==> config.mk <==
export PLATFORM = sky130hd
export DESIGN_NAME = gpm_panel
export DESIGN_NICKNAME = d
export VERILOG_FILES = /design/src/common/gpm_pkg.sv /design/src/hw/gpm_panel.sv
export SDC_FILE = /design/constraint.sdc
export NUM_CORES = 1
export LEC_CHECK = 0
export BUFFER_PORTS_ARGS = -buffer_cell sky130_fd_sc_hd__clkbuf_2
export CELL_PAD_IN_SITES_DETAIL_PLACEMENT = 0
export CELL_PAD_IN_SITES_GLOBAL_PLACEMENT = 1
export CORE_MARGIN = 5
export CORE_UTILIZATION = 43
export CTS_CLUSTER_DIAMETER = 40
export DETAILED_ROUTE_END_ITERATION = 8
export PLACE_DENSITY = 0.69
export SLEW_MARGIN = 20
export SYNTH_ARGS = -nofsm -noshare
export SYNTH_HDL_FRONTEND = slang
export SYNTH_SLANG_ARGS = --single-unit
export TNS_END_PERCENT = 20
==> constraint.sdc <==
create_clock -name clk -period 3.4 [get_ports clk]
set_clock_uncertainty 0.1 [all_clocks]
set_input_delay 0.68 -clock clk [delete_from_list [all_inputs] [get_ports clk]]
set_output_delay 0.68 -clock clk [all_outputs]
set_load 0.02 [all_outputs]
==> src/common/gpm_pkg.sv <==
package gpm_pkg;

    // Clock rate and every time figure, with the cycle counts derived from them.
    localparam longint CLK_HZ = 100_000_000;
    localparam longint DISP_TO_MIN = 30;
    localparam longint DISP_TO_CYC = DISP_TO_MIN * 60 * CLK_HZ;
    localparam longint LAMP_TO_MIN = 10;
    localparam longint LAMP_TO_CYC = LAMP_TO_MIN * 60 * CLK_HZ;
    localparam longint DEB_MS = 10;
    localparam longint DEB_CYC = (DEB_MS * CLK_HZ + 999) / 1000;
    localparam longint FLASH_MS = 500;
    localparam longint FLASH_CYC = FLASH_MS * CLK_HZ / 1000;
    localparam longint HOLD_MS = 2000;
    localparam longint HOLD_CYC = (HOLD_MS * CLK_HZ + 999) / 1000;
    localparam longint BAR_MS = 250;
    localparam longint BAR_CYC = BAR_MS * CLK_HZ / 1000;

    // Counter widths: long timers and the per-input debounce counters.
    localparam int TW = 38;
    localparam int DW = 24;

    // Positions of the panel and remote inputs in the debounced vector.
    localparam int IN_ESTOP = 0;
    localparam int IN_OFF = 1;
    localparam int IN_MAN = 2;
    localparam int IN_AUTO = 3;
    localparam int IN_ACK = 4;
    localparam int IN_LAMP = 5;
    localparam int IN_RUN = 6;
    localparam int IN_RSTART = 7;
    localparam int IN_RRESET = 8;
    localparam int IN_MENU = 9;
    localparam int NMENU = 4;
    localparam int NIN = 13;

    // Register map, byte addresses on the Avalon slave.
    localparam logic [3:0] REG_CTRL = 4'h0;
    localparam logic [3:0] REG_STAT = 4'h4;
    localparam logic [7:0] CTRL_RST = 8'h00;
    localparam int CTL_SLEEP_EN = 0;
    localparam int CTL_MENU_LSB = 4;

    // Status word bit positions.
    localparam int ST_SLEEP = 0;
    localparam int ST_DISP = 1;
    localparam int ST_ESTOP = 2;
    localparam int ST_SHUT = 3;
    localparam int ST_WARN = 4;
    localparam int ST_RUN = 5;
    localparam int ST_CFGERR = 6;
    localparam int ST_PANEL = 7;
    localparam int ST_LTEST = 8;
    localparam int ST_SEL_LSB = 9;

    typedef enum logic [2:0] {
        PWR_AWAKE = 3'b001,
        PWR_INIT = 3'b010,
        PWR_SLEEP = 3'b100
    } gpm_pwr_t;

endpackage

==> src/hw/gpm_panel.sv <==
// Overview of operation
// RULE1: Display power goes off after thirty idle minutes, running or not.
// RULE2: Any press, switch move or received signal restarts the display timer.
// RULE3: Screen saver blanks only the display; LEDs keep working.
// RULE4: A detected warning shows its message on the display.
// RULE5: In sleep, sequencing stops and all LEDs and display are off.
// RULE6: Sleep needs enable, no unacknowledged fault, and selector at off.
// RULE7: Selector, emergency stop, acknowledge or lamp button wakes and reinitialises.
// RULE8: Sleep enable resets disabled; disabled means always awake; clearing it during sleep does not wake the panel.
// RULE9: With network option fitted, sleep is blocked and enabling flags error.
// RULE10: Menu buttons show a symbol only when usable; others are ignored.
// RULE11: Emergency stop halts engine at once and inhibits all starts.
// RULE12: Estop clears by release, selector off, local acknowledge; not remote reset.
// RULE13: Running lamp follows engine; remote start lamp follows remote request.
// RULE14: Not-in-auto lamp flashes whenever selector is not at auto.
// RULE15: Shutdown lamp lights on shutdown and inhibits every start.
// RULE16: Shutdown clears after condition ends, on acknowledge with selector off.
// RULE17: Warning clears after condition, on acknowledge or remote reset cycle in auto.
// RULE18: Latching warnings stay after acknowledge until the engine has stopped.
// RULE19: Acknowledge drops faults; warnings any position, shutdowns only at off.
// RULE20: Short lamp press toggles lamps with timeout; hold tests LEDs and meters.
// RULE21: Manual run/stop acts only in manual, no delays; auto uses remote.
// RULE22: Off prevents starts and stops a running engine at once.
// RULE23: Inputs are synchronised, debounced and handled as single events.
//
// Implementation choices: the register addresses and register access over Avalon-MM.
module gpm_panel #(
    parameter longint DISP_TO_CYC = gpm_pkg::DISP_TO_CYC,
    parameter longint LAMP_TO_CYC = gpm_pkg::LAMP_TO_CYC,
    parameter longint DEB_CYC = gpm_pkg::DEB_CYC,
    parameter longint FLASH_CYC = gpm_pkg::FLASH_CYC,
    parameter longint HOLD_CYC = gpm_pkg::HOLD_CYC,
    parameter longint BAR_CYC = gpm_pkg::BAR_CYC
) (
    input wire logic clk,
    input wire logic nrst,
    input wire logic [3:0] avs_address,
    input wire logic avs_read,
    input wire logic avs_write,
    input wire logic [31:0] avs_writedata,
    output logic [31:0] avs_readdata,
    output logic avs_waitrequest,
    input wire logic estop_pin,
    input wire logic sel_off_pin,
    input wire logic sel_man_pin,
    input wire logic sel_auto_pin,
    input wire logic ack_pin,
    input wire logic lamp_pin,
    input wire logic run_pin,
    input wire logic [3:0] menu_pin,
    input wire logic remote_start_pin,
    input wire logic remote_reset_pin,
    input wire logic net_opt_pin,
    input wire logic warn_cond,
    input wire logic warn_latching,
    input wire logic shut_cond,
    output logic engine_run,
    output logic hot_stop,
    output logic delay_bypass,
    output logic ctrl_active,
    output logic ctrl_init,
    output logic disp_power,
    output logic warn_msg,
    output logic [3:0] menu_symbol,
    output logic [3:0] menu_event,
    output logic run_lamp,
    output logic rstart_lamp,
    output logic nauto_lamp,
    output logic shut_lamp,
    output logic warn_lamp,
    output logic panel_lamp,
    output logic lamp_test,
    output logic [2:0] meter_bar,
    output logic cfg_err
);

    localparam int TW = gpm_pkg::TW;
    localparam int DW = gpm_pkg::DW;
    localparam int NIN = gpm_pkg::NIN;

    logic [NIN-1:0] pins;
    logic [NIN-1:0] db;
    logic [NIN-1:0] db_q_ff;
    logic [NIN-1:0] rise;
    logic [NIN-1:0] fall;
    gpm_pkg::gpm_pwr_t pwr_ff;
    logic awake;
    logic wake_ev;
    logic any_ev;
    logic sleep_ok;
    logic stop_now;
    logic [TW-1:0] disp_cnt_ff;
    logic disp_exp;
    logic opt_s1_ff;
    logic opt_ff;
    logic warn_q_ff;
    logic shut_q_ff;
    logic estop_ff;
    logic shut_ff;
    logic warn_ff;
    logic hold_ff;
    logic run_ff;
    logic [TW-1:0] flash_cnt_ff;
    logic flash_ff;
    logic [TW-1:0] hold_cnt_ff;
    logic lt_ff;
    logic [TW-1:0] lamp_cnt_ff;
    logic panel_ff;
    logic [TW-1:0] bar_cnt_ff;
    logic [2:0] bar_ff;
    logic [7:0] ctrl_ff;
    logic wait_ff;
    logic [31:0] rdata_ff;
    logic [31:0] stat;
    logic hot_ff;
    logic bypass_ff;
    logic active_ff;
    logic init_ff;
    logic disp_ff;
    logic msg_ff;
    logic [3:0] sym_ff;
    logic [3:0] mevt_ff;
    logic run_lamp_ff;
    logic rstart_lamp_ff;
    logic nauto_lamp_ff;
    logic shut_lamp_ff;
    logic warn_lamp_ff;
    logic cfg_err_ff;

    ////////////////////////////////////////////////////////////////////////////
    // Input conditioning.

    assign pins = {menu_pin, remote_reset_pin, remote_start_pin, run_pin, lamp_pin,
                   ack_pin, sel_auto_pin, sel_man_pin, sel_off_pin, estop_pin};

    // Each input passes two flops, then must hold a new level for the whole
    // debounce time before it is accepted, so contact bounce makes one event.
    genvar gi;
    generate
        for (gi = 0; gi < NIN; gi++) begin : g_db
            logic s1_ff;
            logic s2_ff;
            logic lvl_ff;
            logic [DW-1:0] cnt_ff;
            always_ff @(posedge clk or negedge nrst) begin
                if (!nrst) begin
                    s1_ff <= 1'b0;
                    s2_ff <= 1'b0;
                    lvl_ff <= 1'b0;
                    cnt_ff <= '0;
                end else begin
                    s1_ff <= pins[gi];
                    s2_ff <= s1_ff;
                    if (s2_ff == lvl_ff) begin
                        cnt_ff <= '0;
                    end else if (cnt_ff == DW'(DEB_CYC - 1)) begin
                        cnt_ff <= '0;
                        lvl_ff <= s2_ff; // [RULE23]
                    end else begin
                        cnt_ff <= cnt_ff + 1'b1;
                    end
                end
            end
            assign db[gi] = lvl_ff;
        end
    endgenerate

    // Edge detection turns each accepted level change into a one-cycle event.
    always_ff @(posedge clk or negedge nrst) begin
        if (!nrst) begin
            db_q_ff <= '0;
            opt_s1_ff <= 1'b0;
            opt_ff <= 1'b0;
            warn_q_ff <= 1'b0;
            shut_q_ff <= 1'b0;
        end else begin
            db_q_ff <= db;
            opt_s1_ff <= net_opt_pin;
            opt_ff <= opt_s1_ff;
            warn_q_ff <= warn_cond;
            shut_q_ff <= shut_cond;
        end
    end

    assign rise = db & ~db_q_ff; // [RULE23]
    assign fall = ~db & db_q_ff;

    ////////////////////////////////////////////////////////////////////////////
    // Power modes: awake, one-cycle reinitialise, sleep.

    assign awake = (pwr_ff != gpm_pkg::PWR_SLEEP);
    assign wake_ev = rise[gpm_pkg::IN_ESTOP] | fall[gpm_pkg::IN_ESTOP] | rise[gpm_pkg::IN_ACK]
                   | rise[gpm_pkg::IN_LAMP] | (db[gpm_pkg::IN_OFF] ^ db_q_ff[gpm_pkg::IN_OFF])
                   | (db[gpm_pkg::IN_MAN] ^ db_q_ff[gpm_pkg::IN_MAN])
                   | (db[gpm_pkg::IN_AUTO] ^ db_q_ff[gpm_pkg::IN_AUTO]); // [RULE7]
    // Sleep also waits for the idle timer so that a wake press is not undone
    // in the very next cycle while the selector still sits at off.
    assign sleep_ok = ctrl_ff[gpm_pkg::CTL_SLEEP_EN] && !opt_ff && !estop_ff && !shut_ff
                    && !warn_ff && db[gpm_pkg::IN_OFF] && disp_exp; // [RULE6] [RULE8] [RULE9]

    always_ff @(posedge clk or negedge nrst) begin
        if (!nrst) begin
            pwr_ff <= gpm_pkg::PWR_AWAKE;
        end else begin
            case (pwr_ff)
                gpm_pkg::PWR_AWAKE: begin
                    if (sleep_ok) begin
                        pwr_ff <= gpm_pkg::PWR_SLEEP;
                    end
                end
                gpm_pkg::PWR_SLEEP: begin
                    // A fitted option strap forbids sleep, so it also wakes the panel.
                    if (wake_ev || opt_ff) begin
                        pwr_ff <= gpm_pkg::PWR_INIT; // [RULE7] [RULE9]
                    end
                end
                gpm_pkg::PWR_INIT: pwr_ff <= gpm_pkg::PWR_AWAKE;
                default: pwr_ff <= gpm_pkg::PWR_AWAKE;
            endcase
        end
    end

    // Inactivity timer saturates at expiry; any event restarts it.
    assign any_ev = |(db ^ db_q_ff) | (warn_cond & ~warn_q_ff) | (shut_cond & ~shut_q_ff);
    assign disp_exp = (disp_cnt_ff == TW'(DISP_TO_CYC - 1));

    always_ff @(posedge clk or negedge nrst) begin
        if (!nrst) begin
            disp_cnt_ff <= '0;
        end else if (any_ev || pwr_ff == gpm_pkg::PWR_INIT) begin
            disp_cnt_ff <= '0; // [RULE2]
        end else if (!disp_exp) begin
            disp_cnt_ff <= disp_cnt_ff + 1'b1;
        end
    end

    ////////////////////////////////////////////////////////////////////////////
    // Fault latches. Each set term is tested first, so a set wins over a clear.

    always_ff @(posedge clk or negedge nrst) begin
        if (!nrst) begin
            estop_ff <= 1'b0;
        end else if (db[gpm_pkg::IN_ESTOP]) begin
            estop_ff <= 1'b1; // [RULE11]
        end else if (rise[gpm_pkg::IN_ACK] && db[gpm_pkg::IN_OFF]) begin
            estop_ff <= 1'b0; // [RULE12]
        end
    end

    always_ff @(posedge clk or negedge nrst) begin
        if (!nrst) begin
            shut_ff <= 1'b0;
        end else if (shut_cond) begin
            shut_ff <= 1'b1; // [RULE15]
        end else if (rise[gpm_pkg::IN_ACK] && db[gpm_pkg::IN_OFF]) begin
            shut_ff <= 1'b0; // [RULE16] [RULE19]
        end
    end

    // A latching warning pins the indication until the engine is stopped.
    always_ff @(posedge clk or negedge nrst) begin
        if (!nrst) begin
            hold_ff <= 1'b0;
        end else if (warn_cond && warn_latching) begin
            hold_ff <= 1'b1;
        end else if (!run_ff) begin
            hold_ff <= 1'b0; // [RULE18]
        end
    end

    always_ff @(posedge clk or negedge nrst) begin
        if (!nrst) begin
            warn_ff <= 1'b0;
        end else if (warn_cond) begin
            warn_ff <= 1'b1; // [RULE17]
        end else if (!hold_ff && (rise[gpm_pkg::IN_ACK]
                     || (db[gpm_pkg::IN_AUTO] && fall[gpm_pkg::IN_RRESET]))) begin
            warn_ff <= 1'b0; // [RULE17] [RULE19]
        end
    end

    ////////////////////////////////////////////////////////////////////////////
    // Engine run command. Stop terms win and act in the cycle they appear,
    // with no cool-down; this costs a hot stop but keeps the stop immediate.

    assign stop_now = db[gpm_pkg::IN_ESTOP] | estop_ff | shut_cond | shut_ff
                    | db[gpm_pkg::IN_OFF] | ~awake; // [RULE5] [RULE11] [RULE15] [RULE22]

    always_ff @(posedge clk or negedge nrst) begin
        if (!nrst) begin
            run_ff <= 1'b0;
        end else if (stop_now) begin
            run_ff <= 1'b0;
        end else if (db[gpm_pkg::IN_MAN]) begin
            if (rise[gpm_pkg::IN_RUN]) begin
                run_ff <= ~run_ff; // [RULE21]
            end
        end else if (db[gpm_pkg::IN_AUTO]) begin
            run_ff <= db[gpm_pkg::IN_RSTART]; // [RULE21]
        end
    end

    always_ff @(posedge clk or negedge nrst) begin
        if (!nrst) begin
            hot_ff <= 1'b0;
            bypass_ff <= 1'b0;
            active_ff <= 1'b0;
            init_ff <= 1'b0;
        end else begin
            hot_ff <= run_ff & rise[gpm_pkg::IN_OFF]; // [RULE22]
            bypass_ff <= db[gpm_pkg::IN_MAN] | db[gpm_pkg::IN_OFF]; // [RULE21]
            active_ff <= awake; // [RULE5]
            init_ff <= (pwr_ff == gpm_pkg::PWR_INIT); // [RULE7]
        end
    end

    ////////////////////////////////////////////////////////////////////////////
    // Flasher, panel lamp toggle with timeout, and held-button lamp test.

    always_ff @(posedge clk or negedge nrst) begin
        if (!nrst) begin
            flash_cnt_ff <= '0;
            flash_ff <= 1'b0;
        end else if (flash_cnt_ff == TW'(FLASH_CYC - 1)) begin
            flash_cnt_ff <= '0;
            flash_ff <= ~flash_ff;
        end else begin
            flash_cnt_ff <= flash_cnt_ff + 1'b1;
        end
    end

    always_ff @(posedge clk or negedge nrst) begin
        if (!nrst) begin
            hold_cnt_ff <= '0;
            lt_ff <= 1'b0;
        end else if (!db[gpm_pkg::IN_LAMP] || !awake) begin
            hold_cnt_ff <= '0;
            lt_ff <= 1'b0;
        end else if (hold_cnt_ff == TW'(HOLD_CYC - 1)) begin
            lt_ff <= 1'b1; // [RULE20]
        end else begin
            hold_cnt_ff <= hold_cnt_ff + 1'b1;
        end
    end

    // The toggle acts on release, so a long press tests lamps without toggling.
    always_ff @(posedge clk or negedge nrst) begin
        if (!nrst) begin
            panel_ff <= 1'b0;
            lamp_cnt_ff <= '0;
        end else if (!awake) begin
            panel_ff <= 1'b0;
            lamp_cnt_ff <= '0;
        end else if (fall[gpm_pkg::IN_LAMP] && !lt_ff) begin
            panel_ff <= ~panel_ff; // [RULE20]
            lamp_cnt_ff <= '0;
        end else if (panel_ff) begin
            if (lamp_cnt_ff == TW'(LAMP_TO_CYC - 1)) begin
                panel_ff <= 1'b0; // [RULE20]
            end else begin
                lamp_cnt_ff <= lamp_cnt_ff + 1'b1;
            end
        end
    end

    always_ff @(posedge clk or negedge nrst) begin
        if (!nrst) begin
            bar_cnt_ff <= '0;
            bar_ff <= 3'h0;
        end else if (!lt_ff) begin
            bar_cnt_ff <= '0;
            bar_ff <= 3'h0;
        end else if (bar_cnt_ff == TW'(BAR_CYC - 1)) begin
            bar_cnt_ff <= '0;
            bar_ff <= bar_ff + 3'h1; // [RULE20]
        end else begin
            bar_cnt_ff <= bar_cnt_ff + 1'b1;
        end
    end

    ////////////////////////////////////////////////////////////////////////////
    // Indicator outputs. LEDs depend on awake only, never on the screen saver.

    always_ff @(posedge clk or negedge nrst) begin
        if (!nrst) begin
            disp_ff <= 1'b0;
            msg_ff <= 1'b0;
            sym_ff <= 4'h0;
            mevt_ff <= 4'h0;
            run_lamp_ff <= 1'b0;
            rstart_lamp_ff <= 1'b0;
            nauto_lamp_ff <= 1'b0;
            shut_lamp_ff <= 1'b0;
            warn_lamp_ff <= 1'b0;
            cfg_err_ff <= 1'b0;
        end else begin
            disp_ff <= awake && !disp_exp; // [RULE1] [RULE5]
            msg_ff <= awake && warn_ff; // [RULE4]
            sym_ff <= (awake && !disp_exp) ? ctrl_ff[gpm_pkg::CTL_MENU_LSB +: 4] : 4'h0; // [RULE10]
            mevt_ff <= rise[gpm_pkg::IN_MENU +: 4] & sym_ff; // [RULE10]
            run_lamp_ff <= awake && (run_ff || lt_ff); // [RULE3] [RULE13]
            rstart_lamp_ff <= awake && (db[gpm_pkg::IN_RSTART] || lt_ff); // [RULE13]
            nauto_lamp_ff <= awake && ((!db[gpm_pkg::IN_AUTO] && flash_ff) || lt_ff); // [RULE14]
            shut_lamp_ff <= awake && (shut_ff || lt_ff); // [RULE15]
            warn_lamp_ff <= awake && (warn_ff || lt_ff); // [RULE17]
            cfg_err_ff <= ctrl_ff[gpm_pkg::CTL_SLEEP_EN] && opt_ff; // [RULE9]
        end
    end

    ////////////////////////////////////////////////////////////////////////////
    // Avalon-MM slave: one wait cycle, write commits when waitrequest is low.

    assign stat = {20'h0, db[gpm_pkg::IN_AUTO], db[gpm_pkg::IN_MAN], db[gpm_pkg::IN_OFF],
                   lt_ff, panel_ff, cfg_err_ff, run_ff, warn_ff, shut_ff, estop_ff, disp_ff, ~awake};

    always_ff @(posedge clk or negedge nrst) begin
        if (!nrst) begin
            wait_ff <= 1'b1;
            rdata_ff <= 32'h0;
        end else begin
            wait_ff <= 1'b1;
            if ((avs_read || avs_write) && wait_ff) begin
                wait_ff <= 1'b0;
                if (avs_address == gpm_pkg::REG_CTRL) begin
                    rdata_ff <= {24'h0, ctrl_ff};
                end else if (avs_address == gpm_pkg::REG_STAT) begin
                    rdata_ff <= stat;
                end else begin
                    rdata_ff <= 32'h0;
                end
            end
        end
    end

    always_ff @(posedge clk or negedge nrst) begin
        if (!nrst) begin
            ctrl_ff <= gpm_pkg::CTRL_RST; // [RULE8]
        end else if (avs_write && !wait_ff && avs_address == gpm_pkg::REG_CTRL) begin
            ctrl_ff <= avs_writedata[7:0];
        end
    end

    assign avs_readdata = rdata_ff;
    assign avs_waitrequest = wait_ff;
    assign engine_run = run_ff;
    assign hot_stop = hot_ff;
    assign delay_bypass = bypass_ff;
    assign ctrl_active = active_ff;
    assign ctrl_init = init_ff;
    assign disp_power = disp_ff;
    assign warn_msg = msg_ff;
    assign menu_symbol = sym_ff;
    assign menu_event = mevt_ff;
    assign run_lamp = run_lamp_ff;
    assign rstart_lamp = rstart_lamp_ff;
    assign nauto_lamp = nauto_lamp_ff;
    assign shut_lamp = shut_lamp_ff;
    assign warn_lamp = warn_lamp_ff;
    assign panel_lamp = panel_ff;
    assign lamp_test = lt_ff;
    assign meter_bar = bar_ff;
    assign cfg_err = cfg_err_ff;
endmodule

After elaboration in Yosys (flattened, before gate mapping)
Index checks and enable logic that the tools add are counted.

Input port bits: 57. Flip-flop bits (word level): 633. Word-level logic and storage cells: 328. Output and inout bits: 59.

Multiplexer cells: 63. Add/subtract/negate cells: 19. Eq/ne operators: 45. Reductions and logical operators: 67. Bitwise operators: 45.

Operators by type and width (number): 24-bit 2-to-1 mux (26); 38-bit 2-to-1 mux (11); 24-bit by 1-bit adder with 24-bit output, second input constant (13); 24-bit by 20-bit == test with 1-bit output, second input constant (13); 38-bit by 1-bit adder with 38-bit output, second input constant (5); 38-bit by 25-bit == test with 1-bit output, second input constant (1); 38-bit by 26-bit == test with 1-bit output, second input constant (1); 38-bit by 28-bit == test with 1-bit output, second input constant (1); 38-bit by 36-bit == test with 1-bit output, second input constant (1); 38-bit == test, second input constant (1); 2-bit AND reduction (16); 12-bit 2-to-1 mux (2); 1-bit logical AND (23); 1-bit NOT (19); 1-bit 2-to-1 mux (18); 1-bit bitwise OR (14); 13-bit AND (1); 1-bit == test (13); 13-bit NOT (1); 13-bit OR reduction (1); 13-bit bitwise XOR (1); 3-bit 2-to-1 mux (4); 1-bit zero test (11); 1-bit logical OR (10); 19 further kinds (32).

Longest topological paths before layout
Word-level depth: 11. Gate-level depth with buffers: 8. Gate-level depth less buffers: 7.

Worst setup path after synthesis
OpenSTA, ideal clock, no wires.

Path type: register to register. From: register lamp_cnt_ff[0]. To: register lamp_cnt_ff[36]. Stages on the path, launching flop included: 8. Arrival: 2.075 ns. Setup time: 0.078 ns. Path buffers: 1. Clock period less this slack: 2.253 ns. Data required time: 3.222 ns. Setup slack: 1.147 ns. Path through: dfrtp_1 ha_1 nand3_1 or4_1 buf_2 or2_4 or4_1 a21oi_1.

Word-level cells in the longest chain between the ends: 5. Elaborated cells between the ends (all ways): 8. Those cells by class: add/sub (1); eq/ne (2); mux (4); reduce/logical (1).

Ends and longest elaborated chain: start: declaration (line gpm_panel.sv:107) `logic [TW-1:0] lamp_cnt_ff;`; start signal: assignment (line gpm_panel.sv:361) `lamp_cnt_ff <= lamp_cnt_ff + 1'b1;`; 38-bit by 1-bit adder with 38-bit output (line gpm_panel.sv:361); 38-bit 2-to-1 mux (line gpm_panel.sv:358) `if (lamp_cnt_ff == TW'(LAMP_TO_CYC - 1)) begin`; 38-bit 2-to-1 mux (line gpm_panel.sv:357) `end else if (panel_ff) begin`; 38-bit 2-to-1 mux (line gpm_panel.sv:354) `end else if (fall[gpm_pkg::IN_LAMP] && !lt_ff) begin`; 38-bit 2-to-1 mux (line gpm_panel.sv:351) `end else if (!awake) begin`.

Parallel ways exist; a longest one is shown, timed or not. The select of a mux whose other input is x is not followed. A chain may end at the register's enable or synchronous reset.

Worst setup path after layout
From: register hold_cnt_ff[0]. To: register hold_cnt_ff[1].

Word-level cells in the longest chain between the ends: 3. Elaborated cells between the ends (all ways): 5. Those cells by class: add/sub (1); eq/ne (2); mux (2).

Ends and longest elaborated chain: start: declaration (line gpm_panel.sv:105) `logic [TW-1:0] hold_cnt_ff;`; start signal: assignment (line gpm_panel.sv:342) `hold_cnt_ff <= hold_cnt_ff + 1'b1;`; 38-bit by 1-bit adder with 38-bit output (line gpm_panel.sv:342); 38-bit 2-to-1 mux (line gpm_panel.sv:339) `end else if (hold_cnt_ff == TW'(HOLD_CYC - 1)) begin`; 38-bit 2-to-1 mux (line gpm_panel.sv:336) `end else if (!db[gpm_pkg::IN_LAMP] || !awake) begin`.

Parallel ways exist; a longest one is shown, timed or not. The select of a mux whose other input is x is not followed.

==> PnR_summary.wiki <==
{| class="wikitable"
! Metric !! Value
|-
| Result of the run || completed
|-
| Worst ir drop on vdd || around 0.6 mV
|-
| Top cell type's share of synthesized area || 0.525
|-
| Site Rows || 95
|-
| Number of global-route vias before repair || 21600
|-
| Clock Sinks || a little over 600
|-
| Routed wire per std cell || 15.7 um
|-
| Vertical die dimension || 270 um
|-
| Final weighted congestion of routability-driven global placement || between 0.8 and 0.9
|-
| TritonCTS clock tree || yes
|-
| Relative area change from synthesis to final layout || 18.1%
|-
| Endpoints failing setup || 0
|-
| Number of synthesized flops with an enable pin || 0
|-
| Final min period || ~2.7 ns
|-
| Commonest non-fill, non-tap cell in the layout || sky130_fd_sc_hd__dfrtp_1
|-
| Clock insertion delay at the later pin of the skew report || ~0.65 ns
|-
| Multiplexer fraction of the synthesized cell area || 0.00911
|-
| Asr flop ratio synth || 1.00
|-
| Sequential share of power || 0.394
|-
| Post-Synthesis Mean Instance Area || 9.84 um^2
|-
| CTS clk-pin slew, worst paths || 0.06 ns
|-
| Post-CTS Setup Repair Bufs || 0
|-
| Setup tns final || 0 ns
|-
| Flip-flop cell with the highest count after synthesis || sky130_fd_sc_hd__dfrtp_1
|-
| Area leader, netlist || sky130_fd_sc_hd__dfrtp_1
|-
| Share of total power consumed by net switching || 0.227
|-
| # IOs || 116
|-
| Cell-internal power || roughly 15 mW
|-
| Aggregate global-route resource usage || 0.174
|-
| Total congestion overflow || 0
|-
| Post-Syn Area || approximately 0.029 mm^2
|-
| Die Outline Area || roughly 0.073 mm^2
|-
| Final hold violation count || 0
|-
| Gate power share || 0.025
|-
| Type of element launching the critical path || flop
|-
| Vias after detailed routing || 21400
|-
| Die X || around 270 um
|-
| Max Slew Vio Count || 0
|-
| Transition time of the tightest slew-check pin || 1.02 ns
|-
| Post-synthesis compound-gate area fraction || 0.0288
|-
| RSZ-0062 raised after global routing || false
|-
| Worst hold-check path type || in -> reg
|-
| Iter 0 DRT Violations || 1315
|-
| Average vias per placed instance || approximately 5.3
|-
| Main combinational cell family by area after synthesis || simple AND/OR/NAND/NOR gates
|-
| Detailed placement HPWL || 42000 um
|-
| FMAX || 374 MHz
|-
| Number of fill cells || 6081
|-
| Number of maximum-capacitance violations || 0
|-
| Xor/xnor cell area share of the yosys netlist || 0.129
|-
| Post-route setup slack || 0.723 ns
|-
| Wire length of the first global-routing pass || around 110000 um
|-
| Number of buffers added by the clock tree synthesis step || between 100 and 150
|-
| Register-to-Register Setup Slack || between 0.7 and 0.8 ns
|-
| Minimum setup slack after placement || approximately 0.75 ns
|-
| Required arrival time at the worst endpoint || about 3.8 ns
|-
| Placeable core region || approximately 0.067 mm^2
|-
| Antenna violations before repair || 1
|-
| Setup CP Type || reg -> reg
|-
| Part of the Yosys area used for sequential elements || 0.527
|-
| Remaining routing DRC violations || 0
|-
| Warnings, synthesis || 0
|-
| Core occupancy in the finished layout || 0.512
|-
| Adder-cell area share of the yosys netlist || 0.0125
|-
| Total power per unit cell area || between 500 and 600 mW/mm^2
|-
| Number of buffers between clock root and the deepest sink || 3
|-
| Share of power burned in the clock network || 0.581
|-
| Synthesized-area fraction occupied by and/or/nand/nor cells || 0.265
|-
| Starting Density || 0.433
|-
| Worst slew margin || 0.315
|-
| Length of the first detailed-routing pass in iterations || 6
|-
| Sw power || 4.31 mW
|-
| Number of levels the H-tree was split into || 3
|-
| Leakage power total || between 10 and 15 nW
|-
| Cell count after synthesis || about 3000
|-
| Post-route fraction of the period consumed by the critical path || 0.787
|-
| Commonest cells after routing, fill and taps aside || 611 x sky130_fd_sc_hd__dfrtp_1, 532 x sky130_fd_sc_hd__nor2_1, 256 x sky130_fd_sc_hd__xor2_1, 222 x sky130_fd_sc_hd__nand3_1, 192 x sky130_fd_sc_hd__nand2_1
|-
| Number of port buffers || 71
|-
| Layout cell share with drive strength beyond 1 || 0.119
|-
| Final-stage net count || 3175
|-
| Cell at the root of the clock tree || sky130_fd_sc_hd__clkbuf_16
|-
| Top cells by area, synth || sky130_fd_sc_hd__dfrtp_1 53%, sky130_fd_sc_hd__xor2_1 7.7%, sky130_fd_sc_hd__nor2_1 6.9%
|-
| Worst path arrival time || a little over 3 ns
|-
| Number of different library cells in the post-synthesis netlist || slightly above 60
|-
| Antenna Nets Post-Route || 0
|-
| Flops & latches, synth || 613
|-
| Worst setup EP type || flop
|-
| Largest net degree at the start of global routing || 84
|-
| CP Max Fanout || 17
|-
| Final routed wirelength across all metal layers || about 64000 um
|}
-- through the flow --
step / hold slack (ns) / power [mW] / std cells / cell area (um^2)
CTS: 0.00273 / 19.3 / 4057 / 34400
global placement: 0.236 / 8.09 / 3852 / 30600
floorplan: 0.231 / 7.84 / 2976 / 29200
finish: 0.0434 / 19.0 / 4058 / 34400
global route: 0.000579 / 19.8 / 4057 / 34400
detailed placement: 0.237 / 8.12 / 3852 / 30600
-- worst max-delay path, cell delays in order (launching register included) --
cell and delay, ns:
sky130_fd_sc_hd__dfrtp_1 0.42, sky130_fd_sc_hd__ha_1 0.25, sky130_fd_sc_hd__nand4_1 0.21, sky130_fd_sc_hd__or4_1 0.57, sky130_fd_sc_hd__nor4_4 0.67, sky130_fd_sc_hd__mux2i_1 0.27, sky130_fd_sc_hd__nor2_1 0.05
-- final cells by class --
| cell class | count | area (um^2) | share of cell area |
|---|---|---|---|
| Clock inverter | 79 | 918 | 0.0267 |
| Inverter | 69 | 259 | 0.00754 |
| Multi-Input combinational cell | 2176 | 13100 | 0.380 |
| Tap cell | 873 | 1090 | 0.0318 |
| Clock buffer | 125 | 2880 | 0.0837 |
| Timing Repair Buffer | 122 | 826 | 0.0240 |
| Sequential cell | 613 | 15300 | 0.446 |
| Antenna cell | 1 | 2.50 | 0.0000728 |
-- worst paths after layout --
check / cells past startpoint / startpoint / end
max: 6 / hold_cnt_ff[0]$_DFFE_PN0P_ / hold_cnt_ff[1]$_DFFE_PN0P_
min: 1 / menu_pin[0] / g_db[9].s1_ff$_DFF_PN0_
max reg2reg: 6 / hold_cnt_ff[0]$_DFFE_PN0P_ / hold_cnt_ff[1]$_DFFE_PN0P_
min reg2reg: 0 / g_db[0].s1_ff$_DFF_PN0_ / g_db[0].s2_ff$_DFF_PN0_
max in group asynchronous: 3 / nrst / lamp_cnt_ff[29]$_DFFE_PN0P_
min in group asynchronous: 2 / nrst / g_db[11].cnt_ff[13]$_DFF_PN0_
-- synth_stat cells (21+ instances only) --
cell                       instances
sky130_fd_sc_hd__or3_1            41
sky130_fd_sc_hd__xor2_1          256
sky130_fd_sc_hd__or4_1            29
sky130_fd_sc_hd__nand2_1         192
sky130_fd_sc_hd__clkbuf_1         80
sky130_fd_sc_hd__nor4_1           81
sky130_fd_sc_hd__ha_1             29
sky130_fd_sc_hd__nor4b_1          27
sky130_fd_sc_hd__o21ai_0          53
sky130_fd_sc_hd__xnor2_1         174
sky130_fd_sc_hd__nand3_1         222
sky130_fd_sc_hd__nor3_1           63
sky130_fd_sc_hd__inv_1            69
sky130_fd_sc_hd__and3_1           60
sky130_fd_sc_hd__buf_4            21
sky130_fd_sc_hd__dfrtp_1         611
sky130_fd_sc_hd__and4_1           43
sky130_fd_sc_hd__a21oi_1          54
sky130_fd_sc_hd__nand4_1         149
sky130_fd_sc_hd__nor2_1          532
sky130_fd_sc_hd__and2_1           21
-- power groups by stage --
stage                     clock network, mW  logic [mW]  registers (mW)
after floorplan                           0       0.227            7.61
after global placement                    0       0.484            7.61
after detailed placement                  0       0.499            7.62
after CTS                              11.3       0.502            7.49
after global routing                   11.7       0.562            7.50
final                                  11.1       0.481            7.50
-- state kept, by name, indices dropped and copies added (netlist names), 3 cells and up --
| register | flops |
|---|---|
| avs_readdata | 12 |
| bar_cnt_ff | 38 |
| ctrl_ff | 8 |
| db_q_ff | 13 |
| disp_cnt_ff | 38 |
| flash_cnt_ff | 38 |
| g_db.cnt_ff | 312 |
| g_db.lvl_ff | 13 |
| g_db.s1_ff | 13 |
| g_db.s2_ff | 13 |
| hold_cnt_ff | 38 |
| lamp_cnt_ff | 38 |
| menu_event | 4 |
| menu_symbol | 4 |
| meter_bar | 3 |
| pwr_ff | 3 |
-- logic make-up after synthesis --
kind of cell	after synthesis
AOI/OAI and AO/OA	147
xor gates and xnor gates	430
adders and majority gates	29
buffers and inverters	187
DFF	613
muxes	24
other	1
and+or+nand+nor	1526
-- routing by layer --
metal / part of all wire / global-route usage
met1: 0.49 / 0.251
met2: 0.45 / 0.269
met3: 0.039 / 0.0341
met4: 0.024 / 0.0499
met5: 0.00017 / 0
-- what timing repair did --
| action | 4_1_cts | 5_1_grt |
|---|---|---|
| hold endpoints to repair | 48 | 0 |
| hold buffers | 1 | 0 |
| resized for setup | 0 | 0 |
Power figures use the tool's default switching activity.
